<file path="config.mk">
export PLATFORM = sky130hd
export DESIGN_NAME = ssc_regs
export DESIGN_NICKNAME = d
export VERILOG_FILES = /design/src/rtl/ssc_pkg.sv /design/src/rtl/ssc_regs.sv /design/src/rtl/ssc_wakeup_timer.sv
export SDC_FILE = /design/constraint.sdc
export NUM_CORES = 1
export LEC_CHECK = 0
export BUFFER_PORTS_ARGS = -buffer_cell sky130_fd_sc_hd__buf_2
export CORE_ASPECT_RATIO = 0.75
export CORE_MARGIN = 1.5
export CORE_UTILIZATION = 53
export CTS_BUF_LIST = sky130_fd_sc_hd__clkbuf_2 sky130_fd_sc_hd__clkbuf_4 sky130_fd_sc_hd__clkbuf_8
export CTS_CLUSTER_SIZE = 20
export DETAILED_ROUTE_END_ITERATION = 12
export PLACE_DENSITY = 0.79
export SETUP_SLACK_MARGIN = 0.15
export SYNTH_ARGS = -nofsm -noshare
export SYNTH_HDL_FRONTEND = slang
export SYNTH_HIERARCHICAL = 1
export SYNTH_SLANG_ARGS = --single-unit
</file>
<file path="constraint.sdc">
create_clock -name hclk -period 3.1 [get_ports hclk]
set_input_delay 0.93 -clock hclk [delete_from_list [all_inputs] [get_ports hclk]]
set_output_delay 0.93 -clock hclk [all_outputs]
set_load 0.02 [all_outputs]
</file>
<file path="src/rtl/ssc_pkg.sv">
// package: register map, field positions, reset values and timing for the system status block
package ssc_pkg;
	// byte offsets on the 32-bit bus, one register per word
	localparam logic [7:0] SSC_OFS_IDENT_HIGH = 8'h00;
	localparam logic [7:0] SSC_OFS_IDENT_LOW  = 8'h04;
	localparam logic [7:0] SSC_OFS_WAKEUP     = 8'h08;
	localparam logic [7:0] SSC_OFS_LOWVOLT    = 8'h0C;
	localparam logic [7:0] SSC_OFS_POWERDOWN  = 8'h10;
	// wakeup_timer_status_ctrl fields
	localparam int SSC_WK_FLAG_BIT  = 7;
	localparam int SSC_WK_ACK_BIT   = 6;
	localparam int SSC_WK_CLKS_BIT  = 5;
	localparam int SSC_WK_IE_BIT    = 4;
	// low_voltage_status_ctrl fields
	localparam int SSC_LV_FLAG_BIT  = 7;
	localparam int SSC_LV_ACK_BIT   = 6;
	localparam int SSC_LV_IE_BIT    = 5;
	localparam int SSC_LV_RE_BIT    = 4;
	localparam int SSC_LV_SE_BIT    = 3;
	localparam int SSC_LV_DE_BIT    = 2;
	localparam int SSC_LV_BANDGAP_BUFFER_ENABLE_BIT  = 0;
	// power_down_status_ctrl fields
	localparam int SSC_PD_FULL_BIT  = 4;
	localparam int SSC_PD_PART_BIT  = 3;
	localparam int SSC_PD_ACK_BIT   = 2;
	localparam int SSC_PD_EN_BIT    = 1;
	localparam int SSC_PD_SEL_BIT   = 0;
	// reset values of the control fields
	localparam logic [2:0] SSC_PERIOD_RESET = 3'h0;
	// timing: bus clock and internal wakeup tick
	localparam int SSC_CLK_HZ        = 50000000;
	localparam int SSC_TICK_PERIOD_US = 1000;
	localparam int SSC_TICK_CYCLES   = SSC_CLK_HZ / 1000000 * SSC_TICK_PERIOD_US;
	// undefined value returned by the reserved ident bits
	localparam logic [3:0] SSC_IDENT_RSVD = 4'h0;
	// neutral part number, value arbitrary
	localparam logic [11:0] SSC_PART_NUMBER = 12'h5A3;
endpackage

</file>
<file path="src/rtl/ssc_regs.sv">
// file: system status and control registers behind an AHB-Lite slave
//
// Overview of operation
// - read-only 12-bit part number split over high [3:0] and low [7:0] registers
// - high ident bits 7:4 reserved, read fixed value, writes ignored
// - wakeup flag bit 7 read-only, set on timer timeout
// - writing 1 to wakeup ack bit 6 clears flag; ack reads 0
// - bit 5 picks internal 1 kHz tick or external clock
// - wakeup interrupt raised only when enable bit 4 and flag both set
// - period code zero disables the wakeup timer
// - internal periods 8 ms up to 1.024 s for codes 1 to 7
// - external periods 256 up to 32768 clocks for codes 1 to 7
// - first timeout may come up to one tick early
// - low-voltage flag set on detect event only while detect enabled
// - writing 1 to low-voltage ack clears flag; ack reads 0
// - low-voltage interrupt requested while enable bit 5 and flag set
// - write-once bit 4 makes set flag force reset, only when detect enabled
// - bit 3 keeps detection running in stop mode, only when detect enabled
// - write-once bit 2 enables detection; zero keeps flag, reset, stop inactive
// - bit 0 drives bandgap buffer enable; bit 1 reserved, written zero
// - write-once bits take the first write after reset only
// - full power-down recovered flag at bit 4, read-only
// - partial power-down recovered flag at bit 3, read-only
// - writing 1 to power-down ack bit 2 clears both recovery flags
// - bit 1 enables power-down stop modes; bit 0 selects partial
//
// Design decisions made here: the register addresses and the AHB-Lite interface to the registers.
`timescale 1ns/1ps
module ssc_regs
	import ssc_pkg::*;
#(
	parameter int TICK_CYCLES = SSC_TICK_CYCLES
) (
	input  wire logic        hclk,
	input  wire logic        hresetn,
	input  wire logic        hsel,
	input  wire logic [31:0] haddr,
	input  wire logic [1:0]  htrans,
	input  wire logic        hwrite,
	input  wire logic [2:0]  hsize,
	input  wire logic [31:0] hwdata,
	input  wire logic        hready,
	output logic [31:0]      hrdata,
	output logic             hreadyout,
	output logic             hresp,
	input  wire logic        ext_clk_pin,
	input  wire logic        low_voltage_detect_pin,
	input  wire logic        in_stop_mode,
	input  wire logic        full_powerdown_wakeup,
	input  wire logic        partial_powerdown_wakeup,
	output logic             wakeup_irq,
	output logic             low_voltage_irq,
	output logic             low_voltage_reset_req,
	output logic             low_voltage_detect_active,
	output logic             bandgap_buffer_enable,
	output logic             powerdown_modes_enable,
	output logic             partial_powerdown_select
);
	// bus phase capture
	logic        wr_pend_reg;
	logic [7:0]  wr_addr_reg;
	logic        ahb_go;
	// wakeup register fields
	logic        wakeup_timeout_flag_reg;
	logic        wakeup_clock_select_reg;
	logic        wakeup_irq_enable_reg;
	logic [2:0]  wakeup_period_select_reg;
	logic        wakeup_timeout;
	// low-voltage register fields
	logic        low_voltage_flag_reg;
	logic        low_voltage_irq_enable_reg;
	logic        low_voltage_reset_enable_reg;
	logic        low_voltage_stop_enable_reg;
	logic        low_voltage_detect_enable_reg;
	logic        bandgap_buffer_enable_reg;
	logic        lv_reserved_reg;
	logic        lv_once_done_reg;
	logic        lv_event;
	logic [2:0]  lv_sync_reg;
	logic        lv_level_reg;
	// power-down register fields
	logic        full_powerdown_recovered_reg;
	logic        partial_powerdown_recovered_reg;
	logic        powerdown_modes_enable_reg;
	logic        partial_powerdown_select_reg;
	logic        pd_full_sync_reg;
	logic        pd_part_sync_reg;
	// write strobes
	logic        wr_wakeup;
	logic        wr_lowvolt;
	logic        wr_powerdown;
	logic [7:0]  wd;

	// true when the address names a word register of this block
	function automatic logic ssc_hit(input logic [7:0] a, input logic [7:0] ofs);
		return a == ofs;
	endfunction

	assign ahb_go    = hsel && hready && htrans[1];
	assign hreadyout = 1'b1; // zero wait states, every access answers at once
	assign hresp     = 1'b0;
	assign wd        = hwdata[7:0];

	// write address phase held for the data phase
	always_ff @(posedge hclk or negedge hresetn) begin
		if (!hresetn) begin
			wr_pend_reg <= 1'b0;
			wr_addr_reg <= 8'h0;
		end else begin
			wr_pend_reg <= ahb_go && hwrite;
			if (ahb_go)
				wr_addr_reg <= haddr[7:0];
		end
	end

	assign wr_wakeup    = wr_pend_reg && ssc_hit(wr_addr_reg, SSC_OFS_WAKEUP);
	assign wr_lowvolt   = wr_pend_reg && ssc_hit(wr_addr_reg, SSC_OFS_LOWVOLT);
	assign wr_powerdown = wr_pend_reg && ssc_hit(wr_addr_reg, SSC_OFS_POWERDOWN);

	// read data registered at the address phase; unmapped reads give zero
	always_ff @(posedge hclk or negedge hresetn) begin
		if (!hresetn) begin
			hrdata <= 32'h0;
		end else if (ahb_go && !hwrite) begin
			if (ssc_hit(haddr[7:0], SSC_OFS_IDENT_HIGH))
				hrdata <= {24'h0, SSC_IDENT_RSVD, SSC_PART_NUMBER[11:8]};
			else if (ssc_hit(haddr[7:0], SSC_OFS_IDENT_LOW))
				hrdata <= {24'h0, SSC_PART_NUMBER[7:0]};
			else if (ssc_hit(haddr[7:0], SSC_OFS_WAKEUP))
				hrdata <= {24'h0, wakeup_timeout_flag_reg, 1'b0, wakeup_clock_select_reg,
					wakeup_irq_enable_reg, 1'b0, wakeup_period_select_reg};
			else if (ssc_hit(haddr[7:0], SSC_OFS_LOWVOLT))
				hrdata <= {24'h0, low_voltage_flag_reg, 1'b0, low_voltage_irq_enable_reg,
					low_voltage_reset_enable_reg, low_voltage_stop_enable_reg,
					low_voltage_detect_enable_reg, lv_reserved_reg,
					bandgap_buffer_enable_reg};
			else if (ssc_hit(haddr[7:0], SSC_OFS_POWERDOWN))
				hrdata <= {27'h0, full_powerdown_recovered_reg, partial_powerdown_recovered_reg,
					1'b0, powerdown_modes_enable_reg, partial_powerdown_select_reg};
			else
				hrdata <= 32'h0;
		end
	end

	// wakeup timer engine
	ssc_wakeup_timer #(
		.TICK_CYCLES(TICK_CYCLES)
	) u_timer (
		.hclk          (hclk),
		.hresetn       (hresetn),
		.clk_select    (wakeup_clock_select_reg),
		.period_select (wakeup_period_select_reg),
		.ext_clk_pin   (ext_clk_pin),
		.timeout       (wakeup_timeout)
	);

	// wakeup control fields
	always_ff @(posedge hclk or negedge hresetn) begin
		if (!hresetn) begin
			wakeup_clock_select_reg  <= 1'b0;
			wakeup_irq_enable_reg    <= 1'b0;
			wakeup_period_select_reg <= SSC_PERIOD_RESET;
		end else if (wr_wakeup) begin
			wakeup_clock_select_reg  <= wd[SSC_WK_CLKS_BIT];
			wakeup_irq_enable_reg    <= wd[SSC_WK_IE_BIT];
			wakeup_period_select_reg <= wd[2:0];
		end
	end

	// wakeup flag; timeout outranks a same-cycle acknowledge
	always_ff @(posedge hclk or negedge hresetn) begin
		if (!hresetn)
			wakeup_timeout_flag_reg <= 1'b0;
		else if (wakeup_timeout)
			wakeup_timeout_flag_reg <= 1'b1;
		else if (wr_wakeup && wd[SSC_WK_ACK_BIT])
			wakeup_timeout_flag_reg <= 1'b0;
	end

	assign wakeup_irq = wakeup_irq_enable_reg && wakeup_timeout_flag_reg;

	// detector output from the analog side, filtered like any pin
	always_ff @(posedge hclk or negedge hresetn) begin
		if (!hresetn) begin
			lv_sync_reg  <= 3'h0;
			lv_level_reg <= 1'b0;
		end else begin
			lv_sync_reg <= {lv_sync_reg[1:0], low_voltage_detect_pin};
			if (lv_sync_reg[1] == lv_sync_reg[2])
				lv_level_reg <= lv_sync_reg[2];
		end
	end

	// in stop mode detection runs only with the stop enable set
	assign low_voltage_detect_active = low_voltage_detect_enable_reg &&
		(!in_stop_mode || low_voltage_stop_enable_reg);
	assign lv_event = lv_level_reg && low_voltage_detect_active;

	// low-voltage plain control bits
	always_ff @(posedge hclk or negedge hresetn) begin
		if (!hresetn) begin
			low_voltage_irq_enable_reg  <= 1'b0;
			low_voltage_stop_enable_reg <= 1'b0;
			bandgap_buffer_enable_reg   <= 1'b0;
			lv_reserved_reg             <= 1'b0;
		end else if (wr_lowvolt) begin
			low_voltage_irq_enable_reg  <= wd[SSC_LV_IE_BIT];
			low_voltage_stop_enable_reg <= wd[SSC_LV_SE_BIT];
			bandgap_buffer_enable_reg   <= wd[SSC_LV_BANDGAP_BUFFER_ENABLE_BIT];
			lv_reserved_reg             <= wd[1];
		end
	end

	// write-once bits: the first write after reset locks them
	always_ff @(posedge hclk or negedge hresetn) begin
		if (!hresetn) begin
			low_voltage_reset_enable_reg  <= 1'b0;
			low_voltage_detect_enable_reg <= 1'b0;
			lv_once_done_reg              <= 1'b0;
		end else if (wr_lowvolt && !lv_once_done_reg) begin
			low_voltage_reset_enable_reg  <= wd[SSC_LV_RE_BIT];
			low_voltage_detect_enable_reg <= wd[SSC_LV_DE_BIT];
			lv_once_done_reg              <= 1'b1;
		end
	end

	// low-voltage flag; a live detect outranks the acknowledge
	always_ff @(posedge hclk or negedge hresetn) begin
		if (!hresetn)
			low_voltage_flag_reg <= 1'b0;
		else if (lv_event)
			low_voltage_flag_reg <= 1'b1;
		else if (wr_lowvolt && wd[SSC_LV_ACK_BIT])
			low_voltage_flag_reg <= 1'b0;
	end

	assign low_voltage_irq = low_voltage_irq_enable_reg && low_voltage_flag_reg;
	assign low_voltage_reset_req = low_voltage_reset_enable_reg &&
		low_voltage_detect_enable_reg && low_voltage_flag_reg;
	assign bandgap_buffer_enable = bandgap_buffer_enable_reg;

	// recovery strobes come from the power controller on this clock
	always_ff @(posedge hclk or negedge hresetn) begin
		if (!hresetn) begin
			pd_full_sync_reg <= 1'b0;
			pd_part_sync_reg <= 1'b0;
		end else begin
			pd_full_sync_reg <= full_powerdown_wakeup;
			pd_part_sync_reg <= partial_powerdown_wakeup;
		end
	end

	// recovery flags; a recovery outranks the acknowledge
	always_ff @(posedge hclk or negedge hresetn) begin
		if (!hresetn) begin
			full_powerdown_recovered_reg    <= 1'b0;
			partial_powerdown_recovered_reg <= 1'b0;
		end else begin
			if (pd_full_sync_reg)
				full_powerdown_recovered_reg <= 1'b1;
			else if (wr_powerdown && wd[SSC_PD_ACK_BIT])
				full_powerdown_recovered_reg <= 1'b0;
			if (pd_part_sync_reg)
				partial_powerdown_recovered_reg <= 1'b1;
			else if (wr_powerdown && wd[SSC_PD_ACK_BIT])
				partial_powerdown_recovered_reg <= 1'b0;
		end
	end

	// stop mode controls
	always_ff @(posedge hclk or negedge hresetn) begin
		if (!hresetn) begin
			powerdown_modes_enable_reg   <= 1'b0;
			partial_powerdown_select_reg <= 1'b0;
		end else if (wr_powerdown) begin
			powerdown_modes_enable_reg   <= wd[SSC_PD_EN_BIT];
			partial_powerdown_select_reg <= wd[SSC_PD_SEL_BIT];
		end
	end
	assign powerdown_modes_enable   = powerdown_modes_enable_reg;
	assign partial_powerdown_select = partial_powerdown_select_reg;

	// flags, acknowledges and locks, checked on the registers this block drives
	wk_set_a: assert property (@(posedge hclk) disable iff (!hresetn)
		wakeup_timeout |=> wakeup_timeout_flag_reg)
		else $error("wakeup flag not set");
	wk_ack_a: assert property (@(posedge hclk) disable iff (!hresetn)
		(wr_wakeup && wd[SSC_WK_ACK_BIT] && !wakeup_timeout) |=> !wakeup_timeout_flag_reg)
		else $error("wakeup ack failed");
	wk_irq_a: assert property (@(posedge hclk) disable iff (!hresetn)
		$rose(wakeup_irq) |-> $past(wakeup_timeout) || $past(wr_wakeup))
		else $error("wakeup irq raised without timeout or enable write");
	lv_gate_a: assert property (@(posedge hclk) disable iff (!hresetn)
		(!low_voltage_detect_enable_reg && !low_voltage_flag_reg) |=> !low_voltage_flag_reg)
		else $error("lv flag set while detection off");
	lv_ack_a: assert property (@(posedge hclk) disable iff (!hresetn)
		(wr_lowvolt && wd[SSC_LV_ACK_BIT] && !lv_event) |=> !low_voltage_flag_reg)
		else $error("lv ack failed");
	lv_reset_a: assert property (@(posedge hclk) disable iff (!hresetn)
		low_voltage_reset_req |-> low_voltage_detect_enable_reg && low_voltage_flag_reg)
		else $error("lv reset without cause");
	once_lock_a: assert property (@(posedge hclk) disable iff (!hresetn)
		lv_once_done_reg |=> $stable(low_voltage_detect_enable_reg))
		else $error("write-once bit changed");
	pd_ack_a: assert property (@(posedge hclk) disable iff (!hresetn)
		(wr_powerdown && wd[SSC_PD_ACK_BIT] && !pd_full_sync_reg && !pd_part_sync_reg)
		|=> !full_powerdown_recovered_reg && !partial_powerdown_recovered_reg)
		else $error("power-down ack failed");
	set_wins_a: assert property (@(posedge hclk) disable iff (!hresetn)
		(wakeup_timeout && wr_wakeup) |=> wakeup_timeout_flag_reg)
		else $error("set lost to ack");

	// set paths, second lock bit, read-back and plain control writes
	lv_set_a: assert property (@(posedge hclk) disable iff (!hresetn)
		lv_event |=> low_voltage_flag_reg)
		else $error("lv flag not set");
	lv_irq_a: assert property (@(posedge hclk) disable iff (!hresetn)
		$rose(low_voltage_irq) |-> $past(lv_event) || $past(wr_lowvolt))
		else $error("lv irq raised without event or enable write");
	stop_gate_a: assert property (@(posedge hclk) disable iff (!hresetn)
		(in_stop_mode && !low_voltage_stop_enable_reg && !low_voltage_flag_reg)
		|=> !low_voltage_flag_reg)
		else $error("lv flag set in stop without stop enable");
	re_lock_a: assert property (@(posedge hclk) disable iff (!hresetn)
		lv_once_done_reg |=> $stable(low_voltage_reset_enable_reg))
		else $error("reset enable changed after lock");
	pd_full_a: assert property (@(posedge hclk) disable iff (!hresetn)
		pd_full_sync_reg |=> full_powerdown_recovered_reg)
		else $error("full recovery flag not set");
	pd_part_a: assert property (@(posedge hclk) disable iff (!hresetn)
		pd_part_sync_reg |=> partial_powerdown_recovered_reg)
		else $error("partial recovery flag not set");
	ident_read_a: assert property (@(posedge hclk) disable iff (!hresetn)
		(ahb_go && !hwrite && ssc_hit(haddr[7:0], SSC_OFS_IDENT_HIGH))
		|=> hrdata == {24'h0, SSC_IDENT_RSVD, SSC_PART_NUMBER[11:8]})
		else $error("ident high read wrong");
	bg_write_a: assert property (@(posedge hclk) disable iff (!hresetn)
		wr_lowvolt |=> bandgap_buffer_enable == $past(wd[SSC_LV_BANDGAP_BUFFER_ENABLE_BIT]))
		else $error("bandgap enable not written");
	pd_write_a: assert property (@(posedge hclk) disable iff (!hresetn)
		wr_powerdown |=> powerdown_modes_enable == $past(wd[SSC_PD_EN_BIT]))
		else $error("power-down enable not written");

	// main scenarios the bench is expected to reach
	wk_irq_c: cover property (@(posedge hclk) disable iff (!hresetn) $rose(wakeup_irq));
	lv_flag_c: cover property (@(posedge hclk) disable iff (!hresetn)
		$rose(low_voltage_flag_reg));
	set_ack_c: cover property (@(posedge hclk) disable iff (!hresetn)
		wakeup_timeout && wr_wakeup);
	lv_rst_c: cover property (@(posedge hclk) disable iff (!hresetn) $rose(low_voltage_reset_req));
	pd_ack_c: cover property (@(posedge hclk) disable iff (!hresetn)
		full_powerdown_recovered_reg ##1 !full_powerdown_recovered_reg);
endmodule

</file>
<file path="src/rtl/ssc_wakeup_timer.sv">
// file: periodic wakeup timer counting internal ticks or external clock edges
`timescale 1ns/1ps
module ssc_wakeup_timer
	import ssc_pkg::*;
#(
	parameter int TICK_CYCLES = SSC_TICK_CYCLES
) (
	input  wire logic       hclk,
	input  wire logic       hresetn,
	input  wire logic       clk_select,
	input  wire logic [2:0] period_select,
	input  wire logic       ext_clk_pin,
	output logic            timeout
);
	logic [2:0]  ext_sync_reg;
	logic        ext_level_reg;
	logic [31:0] tick_cnt_reg;
	logic [15:0] count_reg;
	logic [15:0] limit;
	logic        int_tick;
	logic        ext_edge;
	logic        step;

	// three stages; a rise to high counts once stages two and three agree
	always_ff @(posedge hclk or negedge hresetn) begin
		if (!hresetn) begin
			ext_sync_reg  <= 3'h0;
			ext_level_reg <= 1'b0;
		end else begin
			ext_sync_reg <= {ext_sync_reg[1:0], ext_clk_pin};
			if (ext_sync_reg[1] == ext_sync_reg[2])
				ext_level_reg <= ext_sync_reg[2];
		end
	end
	assign ext_edge = (ext_sync_reg[1] == ext_sync_reg[2]) && ext_sync_reg[2] && !ext_level_reg;

	// 1 ms prescaler runs free, so the first timeout may be up to one tick short
	always_ff @(posedge hclk or negedge hresetn) begin
		if (!hresetn)
			tick_cnt_reg <= 32'h0;
		else if (tick_cnt_reg == 32'(TICK_CYCLES - 1))
			tick_cnt_reg <= 32'h0;
		else
			tick_cnt_reg <= tick_cnt_reg + 32'h1;
	end
	assign int_tick = (tick_cnt_reg == 32'(TICK_CYCLES - 1));

	// period table for each source
	always_comb begin
		limit = 16'h0;
		case (period_select)
			3'h1: limit = clk_select ? 16'h00FF : 16'h0007;
			3'h2: limit = clk_select ? 16'h03FF : 16'h001F;
			3'h3: limit = clk_select ? 16'h07FF : 16'h003F;
			3'h4: limit = clk_select ? 16'h0FFF : 16'h007F;
			3'h5: limit = clk_select ? 16'h1FFF : 16'h00FF;
			3'h6: limit = clk_select ? 16'h3FFF : 16'h01FF;
			3'h7: limit = clk_select ? 16'h7FFF : 16'h03FF;
			default: limit = 16'h0;
		endcase
	end
	assign step = clk_select ? ext_edge : int_tick;

	// period counter; code zero holds it cleared and stops timeouts
	always_ff @(posedge hclk or negedge hresetn) begin
		if (!hresetn) begin
			count_reg <= 16'h0;
			timeout   <= 1'b0;
		end else begin
			timeout <= 1'b0;
			if (period_select == 3'h0) begin
				count_reg <= 16'h0;
			end else if (step) begin
				if (count_reg >= limit) begin
					count_reg <= 16'h0;
					timeout   <= 1'b1;
				end else begin
					count_reg <= count_reg + 16'h1;
				end
			end
		end
	end

	disabled_quiet_a: assert property (@(posedge hclk) disable iff (!hresetn)
		(period_select == 3'h0) |=> !timeout)
		else $error("timeout while timer disabled");
endmodule

</file>
==> impl_metrics.json <==
{
  "status": "completed",
  "seqCellArea_um2": 2330,
  "antenna_found_initial": 0,
  "ys_warn_count": 6,
  "yosysTopAreaCellShare_pct": 47.2,
  "drv_cap": 0,
  "rsz0062_at_grt": "no",
  "crit_path_start_kind": "flip-flop",
  "r2r-start": "wakeup_clock_select_reg",
  "netlist_area_um2": 4930,
  "finalHoldViolCount": 0,
  "synth_seq_area_share_pct": 47.2,
  "worstMarginPinSlew_ns": 0.760,
  "ant_nets": 0,
  "io_pins": 120,
  "critical_path.max_fanout": 14,
  "grt_usage_pct": 20.4,
  "wire_per_inst_um": 14.4,
  "die_y_um": 86.5,
  "multiInputGateArea_um2": 2360,
  "timing.final.crit_share_pct": 88.8,
  "startpoint": "wakeup_clock_select_reg",
  "first_iter_violations": 248,
  "finClkSkew_ns": 0.0119,
  "cp-end-kind": "flip-flop",
  "rrSetupSlack_ns": 0.35,
  "ctsHoldBuffers": 0,
  "core_area_um2": 9050,
  "gp_congestion": 0.837,
  "cts.clk_slew.worst_paths_ns": 0.09,
  "r2r_cells": 9,
  "yosysTopAreaCell": "dfrtp_1",
  "synth.distinct_cells": 69,
  "finalCriticalPeriod_ns": 2.75,
  "setup-violations-final": 0,
  "syn_inst": 472,
  "holdPathStages": 0,
  "cts_resized": 0,
  "die_x_um": 114,
  "final_area_um2": 5380,
  "finalSetupTns_ns": 0,
  "hold_path.class": "reg -> reg",
  "clockRootBuffer": "clkbuf_8",
  "worstPathRequired_ns": 3.36,
  "initial_core_util_pct": 54.5,
  "nets": 616,
  "grt_pass1_wl_mm": 16.0,
  "max_slew_margin_pct": 48.8,
  "syn_avg_cell_area_um2": 10.4,
  "arrival_ns": 3.01,
  "drcViolationCount": 0,
  "antennaDiodeCount": 0,
  "clock_latency_ns": 0.36,
  "ys_top_cells_by_area": "dfrtp_1 47%, ha_1 4.6%, buf_4 4.1%",
  "final_util_pct": 59.5,
  "path_class": "reg -> reg",
  "area_growth_pct": 9.19,
  "nFillCells": 737,
  "r2r_end": "u_timer/count_reg[13]",
  "grt_pass1_vias": 3515,
  "dr.pass1.iters": 5,
  "vias_per_cell": 5.54,
  "min_to": "lv_sync_reg[1]",
  "place_inst": 636,
  "clkSinkCount": 93,
  "post_cts_buffers": 0,
  "layout.cells.most_common": "dfrtp_1",
  "finalNonFillerCells": 652,
  "cts_tree": "done",
  "largest_reg_flops": 32,
  "die-area_um2": 9890,
  "synth_edf_count": 0,
  "layout_common_cells": "93 x dfrtp_1, 38 x buf_2, 31 x nor2_1, 31 x nand2_1",
  "cts-buffers-inserted": 9,
  "vdd_drop_max_mv": 0.301,
  "num_vias": 3610,
  "max_clock_freq_mhz": 363,
  "synth_ff_type": "dfrtp_1",
  "cts_buffer_depth": 2,
  "wirelength_mm": 9.39,
  "placed_area_um2": 5210,
  "min_from": "lv_sync_reg[0]",
  "p_per_area_nw_per_um2": 422,
  "rows": 30,
  "overflow": 0,
  "drive_above_1_share_pct": 19.7,
  "drv_slew": 0,
  "async_reset_ff_share_pct": 100,
  "htreeDepth": 3,
  "ys_ff_latch": 93,
  "grt_max_degree": 39,
  "hpwl_mm": 6.99,
  "io_buffers": 39,
  "p_leak_nw": 2.57
}
[cell families (layout without fill, tap and decap cells)]
family                     count (synthesis)  after routing  synth area share, %
and+or+nand+nor                          171            171                 19.4
xor gates and xnor gates                  30             30                 5.33
AOI/OAI and AO/OA                         81             81                 12.0
adders and majority gates                 19             19                 4.77
DFF                                       93             93                 47.2
muxes                                     19             19                 4.34
other                                      2             27                0.152
buffers and inverters                     57             84                 6.83
[worst max path at each step]
stage	end	slack [ns]
2_1_floorplan	u_timer/count_reg[12]	0.28
3_3_place_gp	u_timer/count_reg[10]	0.45
3_5_place_dp	u_timer/count_reg[13]	0.38
4_1_cts	u_timer/count_reg[13]	0.36
5_1_grt	u_timer/count_reg[2]	0.18
6_report	u_timer/count_reg[13]	0.35
[metrics by stage]
step | total power [mW] | hold WS [ns] | setup WS, ns
2_1_floorplan | 1.50 | 0.331 | 0.278
3_3_place_gp | 1.56 | 0.333 | 0.454
3_5_place_dp | 1.57 | 0.339 | 0.375
4_1_cts | 2.30 | 0.359 | 0.361
5_1_grt | 2.38 | 0.370 | 0.177
6_report | 2.27 | 0.355 | 0.346
[final cells by class]
type	instances	share of cell area (%)
multi-input combinational	347	43.8
sequential	93	43.2
timing repair buffer	50	5.44
tap	128	2.98
clock buffer	9	2.30
inverter	18	1.26
clock inverter	7	0.953
[power breakdown]
group / total (mW) / switching (mW) / internal [mW]
clock network: 0.724 / 0.430 / 0.294
logic: 0.249 / 0.153 / 0.0964
registers: 1.30 / 0.0403 / 1.26
total: 2.27 / 0.624 / 1.65
[synth_stat cells, drive strengths merged (3+ instances only)]
| cell type | n |
|---|---|
| dfrtp | 93 |
| nor2 | 33 |
| buf | 31 |
| nand2 | 31 |
| nand3 | 28 |
| mux2 | 19 |
| xnor2 | 19 |
| ha | 18 |
| inv | 18 |
| nor3 | 18 |
| o21ai | 15 |
| a21oi | 11 |
| nor4 | 11 |
| xor2 | 11 |
| and3 | 9 |
| nand4 | 9 |
| clkbuf | 8 |
| a21o | 7 |
| o21a | 7 |
| o31ai | 7 |
| a31oi | 6 |
| nand2b | 6 |
| a22o | 5 |
| or3 | 4 |
| a211o | 3 |
| a211oi | 3 |
| and2 | 3 |
| and4 | 3 |
| or2 | 3 |
| or4 | 3 |
[routing by layer]
layer  vias up  share of wire, %  track usage, %
met5         -                 0               0
li1       1742                 -               -
met2        99                45            31.9
met3        12               4.7            4.97
met4         0               1.1            6.36
met1      1757                49            28.3
[critical path, cell delays in order, from the launching register on]
cell and delay [ns]:
dfrtp_1 0.61, nand4_1 0.15, ha_1 0.38, nand4b_4 0.14, or2_1 0.31, o41ai_4 0.45
nor2_4 0.05, buf_4 0.18, a21o_1 0.16, a22o_1 0.22
Note: power is estimated with default switching activity, not from simulation.
